--- config.mk ---
export PLATFORM = sky130hd
export DESIGN_NAME = uart_channel
export DESIGN_NICKNAME = d
export VERILOG_FILES = /design/src/core/uart_pkg.sv /design/src/core/uart_channel.sv /design/src/core/uart_serial.sv
export SDC_FILE = /design/constraint.sdc
export NUM_CORES = 1
export LEC_CHECK = 0
export BUFFER_PORTS_ARGS = -buffer_cell sky130_fd_sc_hd__clkbuf_2
export CORE_MARGIN = 8
export CORE_UTILIZATION = 50
export DETAILED_ROUTE_END_ITERATION = 10
export PLACE_DENSITY = 0.76
export SLEW_MARGIN = 0
export SYNTH_ARGS = -nofsm -noshare
export SYNTH_HDL_FRONTEND = slang
export SYNTH_HIERARCHICAL = 1
export SYNTH_SLANG_ARGS = --single-unit
--- constraint.sdc ---
create_clock -name sys_clk -period 5.63 [get_ports sys_clk]
set_clock_uncertainty 0.05 [all_clocks]
set_input_delay 0.2815 -clock sys_clk [delete_from_list [all_inputs] [get_ports sys_clk]]
set_output_delay 0.2815 -clock sys_clk [all_outputs]
set_load 0.05 [all_outputs]
--- src/core/uart_pkg.sv ---
package uart_pkg;
  // register offsets, low eight follow the channel map
  localparam logic [3:0] ADDR_DATA = 4'h0;
  localparam logic [3:0] ADDR_IER = 4'h1;
  localparam logic [3:0] ADDR_IIR = 4'h2;
  localparam logic [3:0] ADDR_LCR = 4'h3;
  localparam logic [3:0] ADDR_MCR = 4'h4;
  localparam logic [3:0] ADDR_LSR = 4'h5;
  localparam logic [3:0] ADDR_MSR = 4'h6;
  localparam logic [3:0] ADDR_SCR = 4'h7;
  localparam logic [3:0] ADDR_EV_STAT = 4'h8;
  localparam logic [3:0] ADDR_EV_CLR = 4'h9;
  localparam logic [3:0] ADDR_EV_EN = 4'hA;

  // field positions
  localparam int LCR_DIV_ACCESS = 7;
  localparam int LCR_BREAK = 6;
  localparam int LCR_STICK = 5;
  localparam int LCR_EVEN = 4;
  localparam int LCR_PARITY = 3;
  localparam int LCR_STOP = 2;
  localparam int FCR_ENABLE = 0;
  localparam int FCR_RX_RESET = 1;
  localparam int FCR_TX_RESET = 2;
  localparam int MCR_LOOP = 4;
  localparam int IER_RX = 0;
  localparam int IER_TX = 1;
  localparam int IER_LINE = 2;
  localparam int IER_MODEM = 3;

  // writable masks, upper bits read zero
  localparam logic [7:0] IER_MASK = 8'h0F;
  localparam logic [7:0] MCR_MASK = 8'h1F;

  // identification codes, bit 0 low means pending
  localparam logic [3:0] IIR_NONE = 4'h1;
  localparam logic [3:0] IIR_LINE = 4'h6;
  localparam logic [3:0] IIR_RX = 4'h4;
  localparam logic [3:0] IIR_TX = 4'h2;
  localparam logic [3:0] IIR_MODEM = 4'h0;

  // reset values
  localparam logic [7:0] LSR_RESET = 8'h60;
  localparam logic [7:0] IIR_RESET = 8'h01;
  localparam logic [7:0] REG_ZERO = 8'h00;

  // oversampling: sixteen ticks a bit, sample in the middle
  localparam logic [3:0] SAMPLE_MID = 4'h7;
  localparam logic [3:0] SAMPLE_LAST = 4'hF;

  // event bits of the sticky status register
  localparam int EV_RX = 0;
  localparam int EV_TX = 1;
  localparam int EV_LINE = 2;
  localparam int EV_MODEM = 3;

  typedef struct packed {
    logic [15:0] divisor;
    logic [1:0] charLen;
    logic stopTwo;
    logic parityOn;
    logic evenPar;
    logic stickPar;
    logic breakOn;
  } line_cfg_t;

  typedef struct packed {
    logic valid;
    logic [7:0] data;
    logic parityErr;
    logic frameErr;
    logic breakErr;
  } rx_char_t;

  // data bits in a character, five to eight
  function automatic logic [3:0] dataBits(input line_cfg_t c);
    return 4'h5 + {2'b00, c.charLen};
  endfunction

  // parity bit that goes with a character
  function automatic logic parityBit(input logic [7:0] d, input line_cfg_t c);
    if (c.stickPar)
      return ~c.evenPar;
    return (^d) ^ ~c.evenPar;
  endfunction

  // keep only the active data bits
  function automatic logic [7:0] dataMask(input line_cfg_t c);
    return 8'hFF >> (4'h8 - dataBits(c));
  endfunction
endpackage

--- src/core/uart_channel.sv ---
// Contract
// - with divisor access off, reading address 0 returns the received character
// - with divisor access off, writing address 0 loads the transmit holding byte
// - address 2 read gives pending flag in bit 0, source in bits 1-3
// - address 2 write sets queue enable, queue resets and trigger level
// - line format bit 7 maps addresses 0 and 1 to the divisor latch
// - data bit 0 is least significant and first on the wire
// - in xt mode transmitter idle follows only the shift register
// - scratch byte at address 7 is absent in xt mode
// - with queues disabled the queue-only status bits read zero
// - the dma select bit of queue control does nothing
// - user outputs a and b drive no pin; in loop mode they feed ri and dcd
// - line state resets to all zeros except bits 5 and 6
// - identification resets to 01h, nothing pending
// - line status interrupt wins over received data interrupt
// - holding-empty interrupt clears on holding write or on an identification read that reports it
`timescale 1ns/1ps
module uart_channel (
  input wire logic sys_clk,
  input wire logic rst_n,
  input wire logic [3:0] regAddr,
  input wire logic [7:0] regWdata,
  input wire logic regWr,
  input wire logic regRd,
  output logic [7:0] regRdata,
  input wire logic xtMode,
  input wire logic rxd,
  input wire logic ctsN,
  input wire logic dsrN,
  input wire logic riN,
  input wire logic dcdN,
  output logic txd,
  output logic dtrN,
  output logic rtsN,
  output logic irq
);
  typedef struct packed {
    logic [7:0] irqEnable;
    logic [7:0] lineFmt;
    logic [7:0] modemCtl;
    logic [7:0] divLow;
    logic [7:0] divHigh;
    logic [7:0] scratch;
    logic queueOn;
    logic [1:0] trigger;
    logic [7:0] rxBuf;
    logic [7:0] txHold;
    logic txFull;
    logic rxReady;
    logic overrun;
    logic parityFault;
    logic framingFault;
    logic breakSeen;
    logic txIrqPend;
    logic [3:0] modemDelta;
    logic [3:0] modemPrev;
    logic [3:0] evStat;
    logic [3:0] evEn;
    logic [7:0] rdata;
    logic irq;
    logic txd;
    logic dtrN;
    logic rtsN;
  } chan_state_t;

  chan_state_t s_q;
  chan_state_t s_d;
  uart_pkg::line_cfg_t cfg;
  uart_pkg::rx_char_t rxChar;
  logic txLoad;
  logic txBusy;
  logic txLine;
  logic rxLine;
  logic divAccess;
  logic [3:0] modemNow;
  logic [3:0] iirCode;
  logic lineErr;
  logic txIdle;
  logic [7:0] lineState;
  logic [7:0] modemState;
  logic [7:0] identify;

  // line configuration handed to the serial engine
  always_comb begin
    cfg.divisor = {s_q.divHigh, s_q.divLow};
    cfg.charLen = s_q.lineFmt[1:0];
    cfg.stopTwo = s_q.lineFmt[uart_pkg::LCR_STOP];
    cfg.parityOn = s_q.lineFmt[uart_pkg::LCR_PARITY];
    cfg.evenPar = s_q.lineFmt[uart_pkg::LCR_EVEN];
    cfg.stickPar = s_q.lineFmt[uart_pkg::LCR_STICK];
    cfg.breakOn = s_q.lineFmt[uart_pkg::LCR_BREAK];
  end

  // loop mode feeds the transmitter back and keeps the pin idle
  assign rxLine = s_q.modemCtl[uart_pkg::MCR_LOOP] ? txLine : rxd;
  assign divAccess = s_q.lineFmt[uart_pkg::LCR_DIV_ACCESS];
  // holding byte moves to the shifter whenever it is free
  assign txLoad = s_q.txFull && !txBusy;

  uart_serial serialEngine (
    .sys_clk(sys_clk),
    .rst_n(rst_n),
    .cfg(cfg),
    .txLoad(txLoad),
    .txData(s_q.txHold),
    .rxIn(rxLine),
    .txOut(txLine),
    .txBusy(txBusy),
    .rxChar(rxChar)
  );

  // modem inputs as {dcd, ri, dsr, cts}, looped from control in loop mode
  always_comb begin
    if (s_q.modemCtl[uart_pkg::MCR_LOOP])
      modemNow = {s_q.modemCtl[3], s_q.modemCtl[2], s_q.modemCtl[0], s_q.modemCtl[1]};
    else
      modemNow = {~dcdN, ~riN, ~dsrN, ~ctsN};
  end

  // status views built from live state
  always_comb begin
    lineErr = s_q.overrun | s_q.parityFault | s_q.framingFault | s_q.breakSeen;
    // xt mode ignores the holding byte for idle
    if (xtMode)
      txIdle = !txBusy;
    else
      txIdle = !txBusy && !s_q.txFull;
    lineState = {s_q.queueOn & lineErr, txIdle, !s_q.txFull, s_q.breakSeen,
      s_q.framingFault, s_q.parityFault, s_q.overrun, s_q.rxReady};
    modemState = {modemNow, s_q.modemDelta};
  end

  // interrupt source by priority, highest first
  always_comb begin
    if (s_q.irqEnable[uart_pkg::IER_LINE] && lineErr)
      iirCode = uart_pkg::IIR_LINE;
    else if (s_q.irqEnable[uart_pkg::IER_RX] && s_q.rxReady)
      iirCode = uart_pkg::IIR_RX;
    else if (s_q.irqEnable[uart_pkg::IER_TX] && s_q.txIrqPend)
      iirCode = uart_pkg::IIR_TX;
    else if (s_q.irqEnable[uart_pkg::IER_MODEM] && (|s_q.modemDelta))
      iirCode = uart_pkg::IIR_MODEM;
    else
      iirCode = uart_pkg::IIR_NONE;
    // timeout bit 3 never raised here; upper two report queue enable
    identify = {s_q.queueOn, s_q.queueOn, 2'b00, iirCode};
  end

  // next state: register writes, read side effects, hardware events
  always_comb begin
    logic wrData;
    logic rdData;
    logic rdIdent;
    logic [3:0] modemChg;
    logic txEmptyRise;
    s_d = s_q;
    wrData = regWr && regAddr == uart_pkg::ADDR_DATA && !divAccess;
    rdData = regRd && regAddr == uart_pkg::ADDR_DATA && !divAccess;
    rdIdent = regRd && regAddr == uart_pkg::ADDR_IIR;
    txEmptyRise = txLoad;
    modemChg = modemNow ^ s_q.modemPrev;
    // ring only flags its trailing edge
    modemChg[2] = s_q.modemPrev[2] & ~modemNow[2];

    // clears from reads and writes come first so events below win
    if (rdData)
      s_d.rxReady = 1'b0;
    if (regRd && regAddr == uart_pkg::ADDR_LSR) begin
      s_d.overrun = 1'b0;
      s_d.parityFault = 1'b0;
      s_d.framingFault = 1'b0;
      s_d.breakSeen = 1'b0;
    end
    if (regRd && regAddr == uart_pkg::ADDR_MSR)
      s_d.modemDelta = 4'h0;
    if (wrData || (rdIdent && iirCode == uart_pkg::IIR_TX))
      s_d.txIrqPend = 1'b0;
    if (txLoad)
      s_d.txFull = 1'b0;

    if (regWr) begin
      unique case (regAddr)
        uart_pkg::ADDR_DATA: begin
          if (divAccess) begin
            s_d.divLow = regWdata;
          end else begin
            s_d.txHold = regWdata;
            s_d.txFull = 1'b1;
          end
        end
        uart_pkg::ADDR_IER: begin
          if (divAccess) begin
            s_d.divHigh = regWdata;
          end else begin
            s_d.irqEnable = regWdata & uart_pkg::IER_MASK;
            // enabling with the holding register empty raises at once
            if (regWdata[uart_pkg::IER_TX] && !s_q.irqEnable[uart_pkg::IER_TX] && !s_q.txFull)
              s_d.txIrqPend = 1'b1;
          end
        end
        uart_pkg::ADDR_IIR: begin
          s_d.queueOn = regWdata[uart_pkg::FCR_ENABLE];
          s_d.trigger = regWdata[7:6];
          // bit 3 selects dma, which does not exist; bits 4 and 5 unused
          if (regWdata[uart_pkg::FCR_RX_RESET])
            s_d.rxReady = 1'b0;
          if (regWdata[uart_pkg::FCR_TX_RESET])
            s_d.txFull = 1'b0;
        end
        uart_pkg::ADDR_LCR: s_d.lineFmt = regWdata;
        uart_pkg::ADDR_MCR: s_d.modemCtl = regWdata & uart_pkg::MCR_MASK;
        uart_pkg::ADDR_SCR: begin
          if (!xtMode)
            s_d.scratch = regWdata;
        end
        uart_pkg::ADDR_EV_CLR: s_d.evStat = s_q.evStat & ~regWdata[3:0];
        uart_pkg::ADDR_EV_EN: s_d.evEn = regWdata[3:0];
        default: ;
      endcase
    end

    // hardware events, applied after clears
    if (rxChar.valid) begin
      if (s_q.rxReady && !rdData)
        s_d.overrun = 1'b1;
      s_d.rxBuf = rxChar.data;
      s_d.rxReady = 1'b1;
      s_d.parityFault = s_d.parityFault | rxChar.parityErr;
      s_d.framingFault = s_d.framingFault | rxChar.frameErr;
      s_d.breakSeen = s_d.breakSeen | rxChar.breakErr;
    end
    if (txEmptyRise)
      s_d.txIrqPend = 1'b1;
    s_d.modemDelta = s_d.modemDelta | modemChg;
    s_d.modemPrev = modemNow;

    // sticky event bits, set wins over a clear in the same cycle
    if (rxChar.valid)
      s_d.evStat[uart_pkg::EV_RX] = 1'b1;
    if (txEmptyRise)
      s_d.evStat[uart_pkg::EV_TX] = 1'b1;
    if (rxChar.valid && (rxChar.parityErr | rxChar.frameErr | rxChar.breakErr | s_q.rxReady))
      s_d.evStat[uart_pkg::EV_LINE] = 1'b1;
    if (|modemChg)
      s_d.evStat[uart_pkg::EV_MODEM] = 1'b1;
    s_d.irq = |(s_d.evStat & s_d.evEn);

    // read data, valid the cycle after the strobe only
    s_d.rdata = uart_pkg::REG_ZERO;
    if (regRd) begin
      unique case (regAddr)
        uart_pkg::ADDR_DATA: s_d.rdata = divAccess ? s_q.divLow : s_q.rxBuf;
        uart_pkg::ADDR_IER: s_d.rdata = divAccess ? s_q.divHigh : s_q.irqEnable;
        uart_pkg::ADDR_IIR: s_d.rdata = identify;
        uart_pkg::ADDR_LCR: s_d.rdata = s_q.lineFmt;
        uart_pkg::ADDR_MCR: s_d.rdata = s_q.modemCtl;
        uart_pkg::ADDR_LSR: s_d.rdata = lineState;
        uart_pkg::ADDR_MSR: s_d.rdata = modemState;
        uart_pkg::ADDR_SCR: s_d.rdata = xtMode ? uart_pkg::REG_ZERO : s_q.scratch;
        uart_pkg::ADDR_EV_STAT: s_d.rdata = {4'h0, s_q.evStat};
        uart_pkg::ADDR_EV_EN: s_d.rdata = {4'h0, s_q.evEn};
        default: s_d.rdata = uart_pkg::REG_ZERO;
      endcase
    end

    // pins: line held high in loop mode, user outputs a/b drive nothing
    s_d.txd = s_q.modemCtl[uart_pkg::MCR_LOOP] ? 1'b1 : txLine;
    s_d.dtrN = s_q.modemCtl[uart_pkg::MCR_LOOP] | ~s_q.modemCtl[0];
    s_d.rtsN = s_q.modemCtl[uart_pkg::MCR_LOOP] | ~s_q.modemCtl[1];
  end

  // one register stage; line state reset falls out of empty holding and idle shifter
  always_ff @(posedge sys_clk or negedge rst_n) begin
    if (!rst_n) begin
      s_q <= '0;
      s_q.txd <= 1'b1;
      s_q.dtrN <= 1'b1;
      s_q.rtsN <= 1'b1;
    end else begin
      s_q <= s_d;
    end
  end

  assign regRdata = s_q.rdata;
  assign txd = s_q.txd;
  assign dtrN = s_q.dtrN;
  assign rtsN = s_q.rtsN;
  assign irq = s_q.irq;
endmodule // uart_channel

--- src/core/uart_serial.sv ---
`timescale 1ns/1ps
module uart_serial (
  input wire logic sys_clk,
  input wire logic rst_n,
  input uart_pkg::line_cfg_t cfg,
  input wire logic txLoad,
  input wire logic [7:0] txData,
  input wire logic rxIn,
  output logic txOut,
  output logic txBusy,
  output uart_pkg::rx_char_t rxChar
);
  typedef struct packed {
    logic [15:0] baudCnt;
    logic tick;
    logic txOn;
    logic [3:0] txSub;
    logic [3:0] txLeft;
    logic [11:0] txSh;
    logic rxOn;
    logic [3:0] rxSub;
    logic [3:0] rxCnt;
    logic [11:0] rxSh;
    uart_pkg::rx_char_t rxChar;
  } serial_state_t;

  serial_state_t s_q;
  serial_state_t s_d;

  // next state: baud tick, lsb-first shifter, mid-bit sampler
  always_comb begin
    logic [3:0] len;
    logic [3:0] total;
    logic [11:0] frame;
    logic [7:0] d;
    len = uart_pkg::dataBits(cfg);
    total = 4'h2 + len + {3'b000, cfg.parityOn};
    d = txData & uart_pkg::dataMask(cfg);
    frame = s_q.rxSh >> (4'hC - total);
    s_d = s_q;
    s_d.rxChar.valid = 1'b0;
    // divisor of zero behaves as one
    s_d.tick = (s_q.baudCnt + 16'h0001 >= cfg.divisor);
    s_d.baudCnt = s_d.tick ? 16'h0000 : s_q.baudCnt + 16'h0001;
    if (txLoad && !s_q.txOn) begin
      s_d.txSh = 12'hFFF;
      s_d.txSh[0] = 1'b0;
      for (int i = 0; i < 8; i++) begin
        if (4'(i) < len)
          s_d.txSh[i + 1] = d[i];
      end
      if (cfg.parityOn)
        s_d.txSh[len + 4'h1] = uart_pkg::parityBit(d, cfg);
      s_d.txLeft = total + {3'b000, cfg.stopTwo};
      s_d.txSub = uart_pkg::SAMPLE_LAST;
      s_d.txOn = 1'b1;
    end else if (s_q.txOn && s_q.tick) begin
      s_d.txSub = s_q.txSub - 4'h1;
      if (s_q.txSub == 4'h0) begin
        s_d.txSh = {1'b1, s_q.txSh[11:1]};
        s_d.txLeft = s_q.txLeft - 4'h1;
        s_d.txOn = (s_q.txLeft != 4'h1);
      end
    end
    // receiver, start edge then one sample per bit time
    if (!s_q.rxOn) begin
      if (!rxIn) begin
        s_d.rxOn = 1'b1;
        s_d.rxSub = uart_pkg::SAMPLE_MID;
        s_d.rxCnt = 4'h0;
      end
    end else if (s_q.tick) begin
      s_d.rxSub = s_q.rxSub - 4'h1;
      if (s_q.rxSub == 4'h0) begin
        s_d.rxSub = uart_pkg::SAMPLE_LAST;
        s_d.rxSh = {rxIn, s_q.rxSh[11:1]};
        s_d.rxCnt = s_q.rxCnt + 4'h1;
        // a high start sample is a glitch, not a character
        if (s_q.rxCnt == 4'h0 && rxIn)
          s_d.rxOn = 1'b0;
        if (s_q.rxCnt + 4'h1 == total)
          s_d.rxOn = 1'b0;
      end
    end
    if (s_q.rxOn && !s_d.rxOn && s_q.rxCnt + 4'h1 == total) begin
      frame = s_d.rxSh >> (4'hC - total);
      s_d.rxChar.valid = 1'b1;
      s_d.rxChar.data = frame[8:1] & uart_pkg::dataMask(cfg);
      s_d.rxChar.parityErr = cfg.parityOn &&
        (frame[len + 4'h1] != uart_pkg::parityBit(s_d.rxChar.data, cfg));
      s_d.rxChar.frameErr = !frame[total - 4'h1];
      s_d.rxChar.breakErr = (frame == 12'h000);
    end
  end

  // single register stage for the whole engine
  always_ff @(posedge sys_clk or negedge rst_n) begin
    if (!rst_n) begin
      s_q <= '0;
      s_q.txSh <= 12'hFFF;
    end else begin
      s_q <= s_d;
    end
  end

  assign txOut = (s_q.txOn ? s_q.txSh[0] : 1'b1) & ~cfg.breakOn;
  assign txBusy = s_q.txOn;
  assign rxChar = s_q.rxChar;
endmodule // uart_serial

* Word level (Yosys, flattened, before mapping)
Index checks and enable logic that the tools add are counted.
** Word-level totals
- Register bits :: 164
- ROM bits :: 0
- Input port bits :: 22
- Word-level logic and storage cells :: 260
- Output and inout bits :: 12
- Latch bits :: 0
- RAM bits :: 0
- Memories kept :: 0
** Cells by class
- Add/subtract/negate cells :: 13
- Equal/unequal tests :: 17
- Reductions and logical operators :: 56
- Bitwise logic cells :: 34
- Mux-type cells :: 86
- Magnitude comparators :: 12
- $mul :: 0
- Div/mod/pow operators :: 0
- Shift-type cells :: 2
** Operators by type and width (count)
- $mux 21 :: 4
- $pmux 8 s10 :: 1
- $mux 1 :: 54
- $mux 8 :: 5
- $mux 12 :: 3
- $mux 16 :: 2
- $logic_and 1x1->1 :: 25
- $mux 4 :: 5
- $mux 9 :: 2
- $reduce_and 3->1 :: 6
- $add 16x1->16 const B :: 1
- $and 8x8->8 :: 2
- $eq 4x3->1 const B :: 4
- $ge 16x16->1 :: 1
- $logic_not 4->1 :: 4
- $lt 3x4->1 const A :: 4
- $reduce_xor 8->1 :: 2
- $sub 4x1->4 const B :: 4
- $bwmux 12 :: 1
- $eq 4x2->1 const B :: 3
- $eq 4x4->1 const B :: 3
- $logic_not 12->1 :: 1
- $reduce_or 4->1 :: 3
- $shr 12x4->12 :: 1
- other kinds (34) :: 79

* Longest topological paths before layout
- Depth in word-level cells :: 18
- Gate-level depth with buffers :: 20
- Depth with buffers taken out :: 16

* Modules after synthesis
Netlist, hierarchy kept.
** Modules (own cells, without submodules)
- uart_serial :: seq. area each 1791.7 um^2, instances 1, cells each 672, area an instance 5703.0 um^2
- uart_channel :: seq. area each 2331.0 um^2, instances 1, cells each 369, area an instance 4470.5 um^2

* Least setup slack after synthesis
No wires, ideal clock.
- Path kind :: register to register
- Start :: reg s_q, in the netlist cfg[5]
- End :: reg serialEngine.s_q, in the netlist serialEngine/rxChar[2]
- Data required time :: 5.488 ns
- Setup slack :: 0.807 ns
- Buffers on the path :: 3
- Setup time :: 0.092 ns
- Clock period less this slack :: 4.823 ns
- Stages on the path, launching flop included :: 20
- Data arrival time :: 4.682 ns
- Path through :: dfrtp_1 > clkbuf_1 > inv_1 > ha_1 > clkbuf_1 > inv_1 > ha_1 > ha_1 > buf_2 > mux2_2 > o22ai_1 > nand2_1 > o211ai_2 > nor2_1 > o41ai_1 > xor3_1 > xnor3_1 > nand2b_1 > xnor3_1 > o31ai_2
** On the way
- Cells in the longest elaborated chain, start to end :: 12
- Elaborated cells on any way between the ends :: 25
- Classes of those cells :: add/sub: 6; eq/ne: 2; shift: 2; mux: 8; bitwise: 2; reduce/logical: 5
** RTL lines
- start: declaration :: line uart_channel.sv:66 : chan_state_t s_q;
- $add 3x2->4 (*) :: line uart_pkg.sv:77 : return 4'h5 + {2'b00, c.charLen};
- $add 2x4->4 :: line uart_serial.sv:37 : total = 4'h2 + len + {3'b000, cfg.parityOn};
- $add 4x1->4 :: line uart_serial.sv:37
- $sub 4x4->4
- $shr 12x4->12 :: line uart_serial.sv:86 : frame = s_d.rxSh >> (4'hC - total);
- $and 8x8->8 :: line uart_serial.sv:88 : s_d.rxChar.data = frame[8:1] & uart_pkg::dataMask(cfg);
- $reduce_xor 8->1 :: line uart_pkg.sv:84 : return (^d) ^ ~c.evenPar;
- $xor 1x1->1 :: line uart_pkg.sv:84
- $mux 1 :: line uart_pkg.sv:84
- $mux 1 :: line uart_serial.sv:85 : if (s_q.rxOn && !s_d.rxOn && s_q.rxCnt + 4'h1 == total) begin
- $ne 1x1->1 :: line uart_serial.sv:90 : (frame[len + 4'h1] != uart_pkg::parityBit(s_d.rxChar.data, cfg));
- $logic_and 1x1->1 :: line uart_serial.sv:89 : s_d.rxChar.parityErr = cfg.parityOn &&
- end: declaration :: line uart_serial.sv:27 : serial_state_t s_q;
Mark *: on every way between the ends. The rest lies on a longest branch, timed or not. The select of a mux whose other input is x is not followed.
A chain may end at the register's enable or synchronous reset.

* Worst setup path in the final report
- Start :: reg s_q, in the netlist cfg[6]
- End :: reg serialEngine.s_q, in the netlist serialEngine/rxChar[2]
Same word-level chain as after synthesis.

==> results.txt <==
The run finished with clean final reports. The number of antenna repair diodes is 0. After clock tree synthesis, the clock-pin slew on the worst setup and hold paths is ~70 ps.

Traced cell by cell, the critical path runs through inv_1 > ha_1 > inv_1 > ha_1 > ha_1 > buf_4 > nor4_1 > o21ai_1 > o211ai_2 > nor2_1 > o41ai_1 > xor3_1 > xnor3_1 > nand2b_1 > xnor3_1 > o31ai_2. The number of global-route vias before repair came out at 7809. No sink is reached through more buffers than the 2 on the longest clock path. The chip width came out at 158.6 µm.

The routed via count divided by cell count is a little over 6. The tree is rooted in a clkbuf_16. For this run, the leading register cell type out of synthesis is dfrtp_1. The static leakage is roughly 4.8 nW. The switching power came out at 2.426 mW. The average cell area after synthesis came out at between 9 and 10 µm². The total length of routed wires is roughly 26 mm. The wire length of the first global-routing pass is roughly 42 mm. The number of hold violations in the final report came to 0. The fraction of power consumed by the clock network is between 20 and 25%. The critical path's largest stage delay is ~520 ps.

The worst path setup slack after routing is between 500 and 600 ps. Global routing used 27.62% of the available met1 tracks. The total congestion overflow is 0. The most crowded layer after global routing is met2. The worst setup path is launched from a flip-flop. Buffers placed on the I/O ports in this run total 33.

The share of the clock period used by the worst path after layout came out at about 90%. The tightest slew margin relative to the limit is about two fifths. The initial core utilization is about 51%. The synthesized instance count came out at 1041. The average wire per standard cell came out at between 15 and 20 µm. In this run, synthesis produced a sequential element count of between 150 and 200. The pin count of the biggest net entering global routing came out at 96. The count of flip-flops with a built-in enable after synthesis is 0. The deepest level of the CTS H-tree is 4. The endpoint kind of the worst setup timing path is a flip-flop. Counting every sink on the clock net gives ~160.

The overall via count from detail_route is about 8000. The post-CTS setup-driven buffer insertion count is 0. The combined global-route utilization of all metal layers is around a fifth. The final standard cell area without fillers came out at ~11000 µm². The placed instances occupy a cell area of approximately 10000 µm².

The arrival time at the worst endpoint is 5370 ps. Max-cap violations in this run came to 0. The fraction of final layout cells with drive strength greater than 1 is about 20%.

The cell type of the slowest stage on the worst timing path is ha_1. The total number of placement rows came out at 52. Summing every instance area after synthesis gives 10170 µm².

The share of power burned in registers is between 30% and 40%. The count of TritonRoute iterations in the first routing pass came out at 5. On the critical path the largest part of the delay comes from adder cells. The start-to-end type of the worst setup path is reg2reg.

The switching portion of total power came out at a little over two fifths. Counting every net in the synthesized netlist gives ~1100. The global placement routability congestion is between 0.9 and 1. The number of nets in the finished design came out at 1091. The combined flip-flop and latch cell area is ~4100 µm². The internal power of the cells totals ~3.3 mW. The share of synthesized registers carrying an async set or reset is 100.0%. Of the synthesized area, sequential elements account for about two fifths.

TritonCTS created 17 clock buffers. For this design the ratio of total power to cell area is 524.6 nW/µm². The data required time at the worst endpoint came out at 5910 ps. During I/O placement, the number of pins put on the boundary was 34. The critical path's most frequent cell is ha_1.

The cell taking the most area after synthesis is dfrtp_1. The slew at the pin with the worst max-slew slack came out at 905.5 ps. The final setup TNS is 0 ps. The tightest hold margin came out at 118.2 ps. The met2 capacity usage during global routing came out at between 30% and 40%. Detailed placement finished with a half-perimeter wire length of 18.35 mm.

Sorting the synthesized cells by area gives the leading types as dfrtp_1 37%, mux2_2 7.5%, nand2_1 4.7%. The number of library cell types mapped by synthesis is 96. The worst slack at placement is 656.4 ps.

Setup repair after global routing left no endpoint under its margin. The area of the multi-input gates came out at 5420 µm². The core region is around 20000 µm². The peak supply drop is 0.0002677 V. The initial antenna violation count came to 0. For the worst-skew pair, the clock arrives at the later sink with an insertion delay of between 400 and 500 ps.

Setup violations remaining at the end of the flow were counted as 0. Overall power consumption after layout is estimated at approximately 5.8 mW. The number of remaining DRC errors came out at 0. The die is 158.6 µm tall.

The final count of pins violating max slew is 0. The remaining number of nets flagged by the antenna check after routing is 0. Global routing consumed, on the met3 layer, under 10% of the routing resources. The commonest cells after synthesis are 149 x dfrtp_1, 128 x nand2_1, 68 x mux2_2, 54 x inv_1, 45 x nor2_1.

The area of the die is about 25000 µm². The top fanout value on the critical path is 17. The count of buffering cells on the critical path with inverters included came out at 3. The number of DRC violations after detailed-routing iteration 0 is 642. The power share of the combinational group is 49.0%. The area growth from synthesis to layout is 7.847%. Timing would allow up to a little under 0.2 GHz. The post-layout minimum cycle time came out at 5083 ps. Yosys instantiated no cell more often than dfrtp_1. The CTS tree is done. After synthesis, the largest area contributor takes up between 30% and 40% of total cell area. The number of synthesis warnings is 6. The class of the worst hold path is in2reg. The fill cell total of the finished layout came out at roughly 1700.
==> worst register-to-register path, cell delays in order (launching register included) <==
cell and delay (ps):
dfrtp_1 470, inv_1 130, ha_1 520, inv_1 160
ha_1 430, ha_1 460, buf_4 250, nor4_1 310
o21ai_1 140, o211ai_2 180, nor2_1 100, o41ai_1 480
xor3_1 430, xnor3_1 360, nand2b_1 100, xnor3_1 230
o31ai_2 190
==> worst paths after layout <==
path	from	to	slack, ps	cells past startpoint
hold / removal	dsrN	s_q[21]$_DFF_PN0_	120	2
setup reg to reg	cfg[6]$_DFFE_PN0P_	serialEngine/rxChar[2]$_DFFE_PN0P_	550	16
max in group asynchronous	rst_n	regRdata[5]$_DFF_PN0_	3680	3
min in group asynchronous	rst_n	s_q[79]$_DFFE_PN0P_	430	2
hold reg to reg	serialEngine/rxChar[10]$_DFFE_PN0P_	serialEngine/rxChar[10]$_DFFE_PN0P_	420	2
setup / recovery	cfg[6]$_DFFE_PN0P_	serialEngine/rxChar[2]$_DFFE_PN0P_	550	16
==> registers in the layout, summed over array words and instances, names as in the netlist <==
register             flops
cfg                     23
divAccess                1
dtrN                     1
identify                 1
irq                      1
lineState                5
modemState               4
regRdata                 8
rtsN                     1
s_q                     47
serialEngine/rxChar     12
serialEngine/s_q        58
serialEngine/txBusy      1
txd                      1
==> repair_timing <==
action | in CTS | in global routing
hold buffers | 1 | 0
gates resized for setup | 0 | 0
endpoints found under the hold margin | 80 | 0
==> final cells by class <==
class                      instances  share of cell area (%)
inverter                          55                   1.882
timing repair buffer              48                   2.611
sequential                       164                   37.58
tap                              270                   3.079
multi-input combinational        745                   49.40
clock inverter                    14                   1.448
clock buffer                      18                   4.003
==> power by group through the flow <==
stage | logic, mW | clock network (mW) | registers (mW)
global placement | 2.71 | 0 | 1.76
finish | 2.82 | 1.17 | 1.76
floorplan | 2.20 | 0 | 1.69
detailed placement | 2.74 | 0 | 1.77
global route | 3.05 | 1.24 | 1.80
CTS | 2.78 | 1.19 | 1.76
==> placed cells by master, fill, tap and decap left out, types with 9 or more instances in the layout <==
| cell type | count |
|---|---|
| a21o_1 | 11 |
| a21oi_1 | 42 |
| a22oi_1 | 9 |
| a31oi_1 | 22 |
| and3_1 | 9 |
| buf_4 | 14 |
| clkbuf_16 | 17 |
| clkbuf_2 | 32 |
| dfrtp_1 | 149 |
| dfstp_2 | 15 |
| ha_1 | 38 |
| inv_1 | 54 |
| mux2_2 | 68 |
| mux2i_1 | 17 |
| nand2_1 | 128 |
| nand2b_1 | 12 |
| nand3_1 | 27 |
| nand4_1 | 12 |
| nor2_1 | 45 |
| nor2b_1 | 26 |
| nor3_1 | 15 |
| o21ai_0 | 42 |
| o22ai_1 | 9 |
| xnor2_1 | 29 |
| xor2_1 | 17 |
==> through the flow <==
stage | utilization, % | instances
3_3_place_gp | 51.55 | 1281
5_1_grt | 54.57 | 1314
6_report | 54.57 | 1314
3_5_place_dp | 51.55 | 1281
2_1_floorplan | - | 1041
4_1_cts | 54.57 | 1314
==> per-layer routing <==
metal  wire length (µm)  vias to the layer above
li1                   -                     3685
met1              11130                     3938
met2              12200                      336
met3               1712                       59
met4                855                        0
met5                  0                        -
==> cells by family after synthesis <==
group | Yosys count | share of synthesized area, %
flip-flops | 164 | 40.52
multiplexers | 88 | 9.777
adder cells (fa/ha/maj) | 38 | 4.674
buffers and inverters | 132 | 6.260
AND/OR/NAND/NOR | 328 | 16.80
AO/OA/AOI/OAI | 237 | 16.31
XOR/XNOR | 54 | 5.657
No activity file was read; power rests on OpenSTA's default activity.
